===== src/hdl/pot_pkg.sv =====
`default_nettype none

package pot_pkg;

    // Array geometry
    localparam int CHANNELS = 4;
    localparam int STORES = 4;
    localparam int WIPER_W = 8;
    localparam int STORE_ADDR_W = 4;

    // Instruction opcodes, upper nibble of the instruction byte
    localparam logic [3:0] OP_RD_WIPER = 4'h9;
    localparam logic [3:0] OP_WR_WIPER = 4'hA;
    localparam logic [3:0] OP_RD_STORE = 4'hB;
    localparam logic [3:0] OP_WR_STORE = 4'hC;
    localparam logic [3:0] OP_STORE_TO_WIPER = 4'hD;
    localparam logic [3:0] OP_WIPER_TO_STORE = 4'hE;
    localparam logic [3:0] OP_GLOBAL_TO_WIPER = 4'h1;
    localparam logic [3:0] OP_GLOBAL_TO_STORE = 4'h8;
    localparam logic [3:0] OP_STEP = 4'h2;

    // Instruction byte field positions
    localparam int OP_MSB = 7;
    localparam int OP_LSB = 4;
    localparam int STORE_MSB = 3;
    localparam int STORE_LSB = 2;
    localparam int CH_MSB = 1;
    localparam int CH_LSB = 0;

    // Device type nibble of the address byte (value is arbitrary)
    localparam logic [3:0] DEVICE_TYPE_DEFAULT = 4'h6;

    // Bit counter marks within one byte plus acknowledge
    localparam logic [3:0] BYTE_DONE = 4'h8;
    localparam logic [3:0] ACK_DONE = 4'h9;

    // Reset and power-up values
    localparam logic [7:0] WIPER_RESET = 8'h00;
    localparam logic [7:0] WIPER_MAX = 8'hFF;
    localparam logic [1:0] POWERUP_STORE = 2'h0;

    // Nonvolatile write time, longest figure, rounded down to cycles
    localparam int CLK_MHZ = 100;
    localparam int NV_WRITE_MS = 10;
    localparam int NV_WRITE_COUNT = NV_WRITE_MS * 1000 * CLK_MHZ;

    // Serial port states
    typedef enum logic [2:0] {
        ST_IDLE, ST_ADDR, ST_INSTR, ST_DATA_IN, ST_DATA_OUT, ST_STEP, ST_WAIT_STOP, ST_IGNORE
    } port_state_t;

endpackage

`default_nettype wire


===== src/hdl/setting_store_if.sv =====
`default_nettype none

// Port of the setting store array: one write and one read per cycle
interface setting_store_if;
    logic we;
    logic [3:0] waddr;
    logic [7:0] wdata;
    logic [3:0] raddr;
    logic [7:0] rdata;
    modport ctrl (output we, output waddr, output wdata, output raddr, input rdata);
    modport mem (input we, input waddr, input wdata, input raddr, output rdata);
endinterface

`default_nettype wire


===== src/hdl/quad_pot_wiper_command_port.sv =====
`default_nettype none

// Notes on behaviour
// - Sixteen 8-bit setting stores, four per channel.
// - Power-up copies store 0 into each wiper.
// - One volatile 8-bit wiper register per channel.
// - Wiper loads from bus or stores, saves back.
// - Device acks master bytes; master acks reads.
// - Filler instruction bits are ignored.
// - Clock high with data high steps up.
// - Clock high with data low steps down.
// - Opcode 1001 reads wiper value MSB first.
// - Opcode 1010 then data byte writes wiper.
// - Opcode 1011 reads selected setting store.
// - Opcode 1100 writes store after stop.
// - Opcode 1101 copies store into wiper.
// - Opcode 1110 saves wiper into store.
// - Opcode 0010 starts stepping until stop.
// - Opcode 0001 loads all wipers from stores.
// - Opcode 1000 saves all wipers to stores.
// - Store writes finish within 10 ms.
// - Up step toward high end, down toward low.
module quad_pot_wiper_command_port
    import pot_pkg::*;
#(
    parameter logic [3:0] DEVICE_TYPE = DEVICE_TYPE_DEFAULT,
    parameter int unsigned NV_WRITE_CYCLES = NV_WRITE_COUNT
) (
    // Clock and reset
    input wire logic ref_clk_i,
    input wire logic resetn_i,
    // Two-wire serial bus pins
    input wire logic scl_i,
    input wire logic sda_i,
    output logic sda_o,
    output logic sda_oe_o,
    // Strapped device select pins
    input wire logic [3:0] dev_sel_i,
    // Wiper positions and write status
    output logic [CHANNELS-1:0][WIPER_W-1:0] wiper_o,
    output logic busy_o
);

    localparam int NVW = $clog2(NV_WRITE_CYCLES + 1);

    // Pin synchronisers and edge history
    logic scl_m, scl_s, scl_d;
    logic sda_m, sda_s, sda_d;
    logic [3:0] sel_m, sel_s;

    // Serial port state
    port_state_t state;
    port_state_t after_ack;
    logic [3:0] bit_cnt;
    logic [7:0] shift_in;
    logic [7:0] out_shift;
    logic ack_drive;
    logic out_drive;
    logic step_sda;
    logic step_inc;
    logic step_dec;

    // Latched command
    logic [3:0] cmd_op;
    logic [1:0] cmd_store;
    logic [1:0] cmd_ch;
    logic [7:0] cmd_data;
    logic pend;
    logic exec_go;

    // Execution sequencer and write timer
    logic seq_active;
    logic seq_save;
    logic [2:0] seq_cnt;
    logic [1:0] seq_store;
    logic [NVW-1:0] nv_cnt;
    logic busy;

    // Wipers
    logic [WIPER_W-1:0] wiper [CHANNELS];

    // Bus conditions seen on the synchronised pins
    logic scl_rise, scl_fall, start_det, stop_det;
    logic [7:0] read_value;
    logic op_valid;
    port_state_t op_next;
    logic store_write;

    setting_store_if store ();

    setting_store_mem #(
        .DEPTH(CHANNELS * STORES),
        .WIDTH(WIPER_W)
    ) u_store (
        .ref_clk_i(ref_clk_i),
        .port(store.mem)
    );

    // Two-stage synchronisers for the bus and select pins
    always_ff @(posedge ref_clk_i) begin
        if (!resetn_i) begin
            scl_m <= 1'b1;
            scl_s <= 1'b1;
            sda_m <= 1'b1;
            sda_s <= 1'b1;
            sel_m <= 4'h0;
            sel_s <= 4'h0;
        end else begin
            scl_m <= scl_i;
            scl_s <= scl_m;
            sda_m <= sda_i;
            sda_s <= sda_m;
            sel_m <= dev_sel_i;
            sel_s <= sel_m;
        end
    end

    // One-cycle history for edge detection
    always_ff @(posedge ref_clk_i) begin
        if (!resetn_i) begin
            scl_d <= 1'b1;
            sda_d <= 1'b1;
        end else begin
            scl_d <= scl_s;
            sda_d <= sda_s;
        end
    end

    // Clock edges, start and stop conditions
    assign scl_rise = scl_s & ~scl_d;
    assign scl_fall = ~scl_s & scl_d;
    assign start_det = scl_s & scl_d & sda_d & ~sda_s;
    assign stop_det = scl_s & scl_d & ~sda_d & sda_s;

    // Opcode decode: validity and state after the acknowledge
    always_comb begin
        op_valid = 1'b1;
        op_next = ST_WAIT_STOP;
        unique case (shift_in[OP_MSB:OP_LSB])
            OP_RD_WIPER, OP_RD_STORE: op_next = ST_DATA_OUT;
            OP_WR_WIPER, OP_WR_STORE: op_next = ST_DATA_IN;
            OP_STEP: op_next = ST_STEP;
            OP_STORE_TO_WIPER, OP_WIPER_TO_STORE: op_next = ST_WAIT_STOP;
            OP_GLOBAL_TO_WIPER, OP_GLOBAL_TO_STORE: op_next = ST_WAIT_STOP;
            default: op_valid = 1'b0;
        endcase
    end

    // Value returned in a read, wiper or addressed store
    assign read_value = (cmd_op == OP_RD_WIPER) ? wiper[cmd_ch] : store.rdata;

    // Serial port: framing, acknowledge and byte handling
    always_ff @(posedge ref_clk_i) begin
        if (!resetn_i) begin
            state <= ST_IDLE;
            after_ack <= ST_IDLE;
            bit_cnt <= 4'h0;
            shift_in <= 8'h00;
            out_shift <= 8'h00;
            ack_drive <= 1'b0;
            out_drive <= 1'b0;
            step_sda <= 1'b0;
            step_inc <= 1'b0;
            step_dec <= 1'b0;
            cmd_op <= 4'h0;
            cmd_store <= 2'h0;
            cmd_ch <= 2'h0;
            cmd_data <= 8'h00;
            pend <= 1'b0;
            exec_go <= 1'b0;
        end else begin
            step_inc <= 1'b0;
            step_dec <= 1'b0;
            exec_go <= 1'b0;
            if (start_det) begin
                // New frame, any half-sent command is dropped
                state <= ST_ADDR;
                bit_cnt <= 4'h0;
                pend <= 1'b0;
                ack_drive <= 1'b0;
                out_drive <= 1'b0;
            end else if (stop_det) begin
                // Stop releases the bus and launches a pending action
                exec_go <= pend;
                pend <= 1'b0;
                state <= ST_IDLE;
                ack_drive <= 1'b0;
                out_drive <= 1'b0;
            end else if (state != ST_IDLE) begin
                if (scl_rise) begin
                    if (bit_cnt < BYTE_DONE) begin
                        shift_in <= {shift_in[6:0], sda_s};
                    end
                    step_sda <= sda_s;
                    bit_cnt <= bit_cnt + 4'h1;
                end else if (scl_fall) begin
                    if (state == ST_STEP) begin
                        // Step counted at end of the high phase; a stop never ends one
                        step_inc <= step_sda;
                        step_dec <= ~step_sda;
                    end else if (bit_cnt == BYTE_DONE) begin
                        unique case (state)
                            ST_ADDR: begin
                                if (shift_in == {DEVICE_TYPE, sel_s} && !busy) begin
                                    ack_drive <= 1'b1;
                                    after_ack <= ST_INSTR;
                                end else begin
                                    state <= ST_IGNORE;
                                end
                            end
                            ST_INSTR: begin
                                // Filler bits latched but never looked at
                                cmd_op <= shift_in[OP_MSB:OP_LSB];
                                cmd_store <= shift_in[STORE_MSB:STORE_LSB];
                                cmd_ch <= shift_in[CH_MSB:CH_LSB];
                                if (op_valid) begin
                                    ack_drive <= 1'b1;
                                    after_ack <= op_next;
                                    pend <= (op_next == ST_WAIT_STOP);
                                end else begin
                                    state <= ST_IGNORE;
                                end
                            end
                            ST_DATA_IN: begin
                                cmd_data <= shift_in;
                                ack_drive <= 1'b1;
                                after_ack <= ST_WAIT_STOP;
                                pend <= 1'b1;
                            end
                            ST_DATA_OUT: begin
                                // Release the line for the master's acknowledge
                                out_drive <= 1'b0;
                                after_ack <= ST_WAIT_STOP;
                            end
                            ST_IDLE, ST_STEP, ST_WAIT_STOP, ST_IGNORE: begin
                                state <= ST_IGNORE;
                            end
                        endcase
                    end else if (bit_cnt == ACK_DONE) begin
                        ack_drive <= 1'b0;
                        bit_cnt <= 4'h0;
                        // A refused frame stays refused until start or stop
                        state <= (state == ST_IGNORE) ? ST_IGNORE : after_ack;
                        if (after_ack == ST_DATA_OUT && state != ST_DATA_OUT && state != ST_IGNORE) begin
                            out_shift <= read_value;
                            out_drive <= ~read_value[7];
                        end
                    end else if (state == ST_DATA_OUT) begin
                        // Next data bit, MSB first
                        out_shift <= {out_shift[6:0], 1'b0};
                        out_drive <= ~out_shift[6];
                    end
                end
            end
        end
    end

    // Open-drain data pin: only ever pulled low
    assign sda_o = 1'b0;
    assign sda_oe_o = ack_drive | out_drive;

    // Single store writes launched by a stop
    assign store_write = exec_go && (cmd_op == OP_WR_STORE || cmd_op == OP_WIPER_TO_STORE);

    // Global and power-up sequencer, one channel per cycle
    always_ff @(posedge ref_clk_i) begin
        if (!resetn_i) begin
            seq_active <= 1'b1;
            seq_save <= 1'b0;
            seq_cnt <= 3'h0;
            seq_store <= POWERUP_STORE;
        end else if (seq_active) begin
            if (seq_cnt == (seq_save ? 3'h3 : 3'h4)) begin
                seq_active <= 1'b0;
                seq_cnt <= 3'h0;
            end else begin
                seq_cnt <= seq_cnt + 3'h1;
            end
        end else if (exec_go && cmd_op == OP_GLOBAL_TO_WIPER) begin
            seq_active <= 1'b1;
            seq_save <= 1'b0;
            seq_store <= cmd_store;
        end else if (exec_go && cmd_op == OP_GLOBAL_TO_STORE) begin
            seq_active <= 1'b1;
            seq_save <= 1'b1;
            seq_store <= cmd_store;
        end
    end

    // Nonvolatile write timer, blocks new frames while running
    always_ff @(posedge ref_clk_i) begin
        if (!resetn_i) begin
            nv_cnt <= '0;
        end else if (store_write || (exec_go && cmd_op == OP_GLOBAL_TO_STORE)) begin
            nv_cnt <= NVW'(NV_WRITE_CYCLES);
        end else if (nv_cnt != '0) begin
            nv_cnt <= nv_cnt - NVW'(1);
        end
    end

    assign busy = (nv_cnt != '0) | seq_active;
    assign busy_o = busy;

    // Store port addressing, index is channel then store
    always_comb begin
        store.we = store_write | (seq_active & seq_save);
        if (seq_active) begin
            store.waddr = {seq_cnt[1:0], seq_store};
            store.wdata = wiper[seq_cnt[1:0]];
            store.raddr = {seq_cnt[1:0], seq_store};
        end else begin
            store.waddr = {cmd_ch, cmd_store};
            store.wdata = (cmd_op == OP_WR_STORE) ? cmd_data : wiper[cmd_ch];
            store.raddr = {cmd_ch, cmd_store};
        end
    end

    // Per-channel wiper registers
    generate
        for (genvar c = 0; c < CHANNELS; c++) begin : g_wiper
            always_ff @(posedge ref_clk_i) begin
                if (!resetn_i) begin
                    wiper[c] <= WIPER_RESET;
                end else if (seq_active && !seq_save && seq_cnt == 3'(c + 1)) begin
                    wiper[c] <= store.rdata;
                end else if (exec_go && cmd_op == OP_WR_WIPER && cmd_ch == 2'(c)) begin
                    wiper[c] <= cmd_data;
                end else if (exec_go && cmd_op == OP_STORE_TO_WIPER && cmd_ch == 2'(c)) begin
                    wiper[c] <= store.rdata;
                end else if (state == ST_STEP && cmd_ch == 2'(c)) begin
                    if (step_inc && wiper[c] != WIPER_MAX) begin
                        wiper[c] <= wiper[c] + 8'h01;
                    end else if (step_dec && wiper[c] != WIPER_RESET) begin
                        wiper[c] <= wiper[c] - 8'h01;
                    end
                end
            end
            assign wiper_o[c] = wiper[c];
        end
    endgenerate

endmodule // quad_pot_wiper_command_port

`default_nettype wire


===== src/hdl/setting_store_mem.sv =====
`default_nettype none

module setting_store_mem #(
    parameter int DEPTH = 16,
    parameter int WIDTH = 8
) (
    // Clock
    input wire logic ref_clk_i,
    // Store port
    setting_store_if.mem port
);

    logic [WIDTH-1:0] cells [DEPTH];

    // Nonvolatile cells hold across reset; blank part reads zero
    initial begin
        for (int i = 0; i < DEPTH; i++) begin
            cells[i] = '0;
        end
    end

    // Write port and registered read
    always_ff @(posedge ref_clk_i) begin
        if (port.we) begin
            cells[port.waddr] <= port.wdata;
        end
        port.rdata <= cells[port.raddr];
    end

endmodule // setting_store_mem

`default_nettype wire


===== config.mk =====
export PLATFORM = sky130hd
export DESIGN_NAME = quad_pot_wiper_command_port
export DESIGN_NICKNAME = d
export VERILOG_FILES = /design/src/hdl/pot_pkg.sv /design/src/hdl/setting_store_if.sv /design/src/hdl/quad_pot_wiper_command_port.sv /design/src/hdl/setting_store_mem.sv
export SDC_FILE = /design/constraint.sdc
export NUM_CORES = 1
export LEC_CHECK = 0
export ABC_AREA = 1
export BUFFER_PORTS_ARGS = -buffer_cell sky130_fd_sc_hd__buf_2
export CAP_MARGIN = 20
export CORE_ASPECT_RATIO = 1.4
export CORE_MARGIN = 1.5
export CORE_UTILIZATION = 49
export CTS_BUF_LIST = sky130_fd_sc_hd__clkbuf_8 sky130_fd_sc_hd__clkbuf_16
export CTS_CLUSTER_SIZE = 25
export DETAILED_ROUTE_END_ITERATION = 16
export HOLD_SLACK_MARGIN = 0.1
export PLACE_DENSITY = 0.67
export SYNTH_ARGS = -nofsm -noshare
export SYNTH_HDL_FRONTEND = slang
export SYNTH_SLANG_ARGS = --single-unit

===== constraint.sdc =====
create_clock -name ref_clk_i -period 4.7 [get_ports ref_clk_i]
set_input_delay 0.705 -clock ref_clk_i [delete_from_list [all_inputs] [get_ports ref_clk_i]]
set_output_delay 0.705 -clock ref_clk_i [all_outputs]
set_load 0.02 [all_outputs]

==> run summary <==
Outcome: completed
Final Cell Area: 14810 um2
Total core area: 27010 um2
GR Util All Layers: 27.67%
Placer Congestion: 0.9516
Final-report hold violation count: 0
FILL cells: 2509
LEAKAGE: 5.888 nW
Clock buffer depth: 3
FP Rows: 71
Post-synth cell types: 48
Vias in the first global route: 10820
CTS tree: done
Post-CTS Hold Fix Bufs: 0
CP Launch Type: flip-flop
Htree depth: 1
Vias per inst: 5.669
Peak VDD IR: 0.3588 mV
Die H: 199.3 um
First-pass GRT wire length: 59480 um
# nets final: 1624
DR top layer: met4
Post-route ant nets: 0
Met2 WL: 18870 um
Via count: 11200
Max Clock Freq: 334.6 MHz
Resized cells post-CTS: 0
Tmin final: 2.989 ns
Hold Slack: 0.3495 ns
Crit share post-route: 63.59%
Max-cap violation count: 0
Ant diodes: 0
Data required, critical path: 4.91 ns
CTS Root Cell: clkbuf_16
DR WL/cell: 19.61 um
Top cell type's share of synthesized area: 35.61%
Pwr dens: 470.7 nW/um2
Worst Hold Class: input port to flip-flop
Actual slew at the worst max-slew pin: 0.8800 ns
Pin count of the biggest net entering global routing: 54
Adder-Cell Fraction of Synth Area: 2.411%
Post-Synth XOR/XNOR Area: 3.635%
Number of CTS-inserted buffers: 26
Crit path max fanout: 33
Routed Wire Length: 38740 um
Post-place setup slack: 1.723 ns
Placed instance area: 13960 um2
DRC viols: 0
Net Count, Synth: 1599
Largest cells by area after synthesis: edfxtp_1, dfxtp_1, nand2_1
HP Start: sda_i
Port bufs: 41
Crit. End Element: flip-flop
Iteration-0 DRC count of the detailed router: 903
Postcts setup bufs: 0
I/O pin total: 43
Post-synthesis cell count: 1565
M1 wire length: 15180 um
Final Setup Violations: 0
Largest family of logic cells by synthesized area: simple AND/OR/NAND/NOR gates
Data arrival, critical path: 3.19 ns
Final setup TNS: 0 ns
DR pass1 iterations: 6
Reg clk slew, reported paths: 0.06 ns
Multiplexer share of the synthesized area: 0%
Kind of critical path: flip-flop to flip-flop
Sequential area share after synthesis: 50.60%
Worst r2r src: seq_active
Post-synthesis simple-gate area fraction: 21.56%
Worst Skew: 0.04022 ns
Non-filler cells in the finished layout: 1975
Die Wd: 143.2 um
Worst-Skew Late Latency: 0.57 ns
Syn avg cell area: 8.621 um2
Critical path origin: seq_active
Area growth syn-to-layout: 9.802%
Initial Utilization: 49.96%
Post-Syn Area: 13490 um2
Dpl hpwl: 28050 um
Util after Layout: 54.86%
Top cell type by total area after synthesis: edfxtp_1
Slew Limit Fails: 0
PnR Total Power: 6.973 mW
Setup ws final: 1.711 ns
DIE AREA: 28550 um2
Routed wl met3: 2469 um
Rel. slew slack: 41.25%
Post-synthesis register bit count: 261
Placed insts: 1927
Synth Area in Compound Gates: 15.16%
Reg area: 6827 um2
Yosys Warn Count: 0
Multi-input gate area: 5774 um2
Share of layout cells above drive strength 1: 9.130%
Grt ovf: 0
Initial antenna violation count: 0
Clk sink count: 261
RSZ-0062 raised after global routing: false
## Yosys cell counts, drive strengths merged
master    n
a211o     1
nor3     23
nor4      5
nand3b    7
or2       5
xor2     48
buf      28
o22ai    32
and3      2
a211oi    9
nand4    22
dfxtp   101
o21a      8
o211ai    8
nand2   303
clkbuf   21
a22oi    64
o31ai     1
conb      1
nand3   116
xnor2     8
nor3b     1
edfxtp  160
o21ai   109
nor2    165
ha       26
a31oi     3
o21bai    1
clkinv    1
a21oi   113
inv     172
o221ai    1
## where the power goes
part           total, mW  internal [mW]  switching, mW  leakage, nW
clock               2.06           1.17          0.887        0.436
sequential          3.08           2.77          0.306         2.32
combinational       1.83          0.544           1.29         3.13
total               6.97           4.49           2.48         5.89
## placed cells by master, fill, tap and decap left out, drive strengths merged, types with 2 or more instances in the layout
master,Yosys,layout
nand3b,7,7
bufinv,0,2
a211oi,9,9
edfxtp,160,160
inv,172,178
ha,26,26
nor2,165,165
nand3,116,116
a31oi,3,3
o21ai,109,109
dfxtp,101,101
a21oi,113,113
nor4,5,5
xnor2,8,8
nand4,22,22
clkbuf,21,28
clkinv,1,12
o22ai,32,32
nor3,23,23
or2,5,5
a22oi,64,64
o211ai,8,8
xor2,48,48
and3,2,2
o21a,8,8
buf,28,46
nand2,303,303
## cell type report
cell class,instances,area share (%)
inverter,173,4.451
clock buffer,28,4.654
clock inverter,20,1.115
sequential,261,46.08
tap,365,3.083
timing repair buffer,46,1.639
multi-input combinational,1082,38.98
## cell families (layout without fill, tap and decap cells)
kind of cell | count (synthesis) | in the layout
other cells | 1 | 1
compound gates | 350 | 350
flops | 261 | 261
buf+inv | 222 | 267
simple gates | 649 | 649
xor+xnor | 56 | 56
fa+ha+maj | 26 | 26
## final timing paths
check                        endpoint  slack (ns)  cells past startpoint
hold / removal                  sda_m        0.35                      2
setup reg to reg  u_store.cells[7][6]        1.71                      7
setup / recovery  u_store.cells[7][6]        1.71                      7
hold reg to reg              sel_s[3]        0.41                      2
## worst max-delay path: stages (launching register included)
cell and delay (ns):
dfxtp_1 0.88, inv_2 0.30, nand2_1 0.15, nand2_1 0.11, nor2_2 0.12, buf_4 0.32
nand2_1 0.21, nor2_1 0.56
## sequential cells by signal (all words and copies together) (netlist names), 4 cells and up, named ones only
register,count
sel_s,4
cmd_data,8
out_shift,7
cmd_op,4
shift_in,8
sel_m,4
u_store.cells,128
wiper,32
nv_cnt,20
bit_cnt,4
u_store.port.rdata,8
## routing by layer
metal | vias to the layer above | global-route usage (%)
met5 | - | 0
met4 | 0 | 16.21
met3 | 136 | 4.266
met2 | 456 | 47.16
met1 | 5167 | 33.01
li1 | 5437 | -
Note: power is estimated with default switching activity, not from simulation.
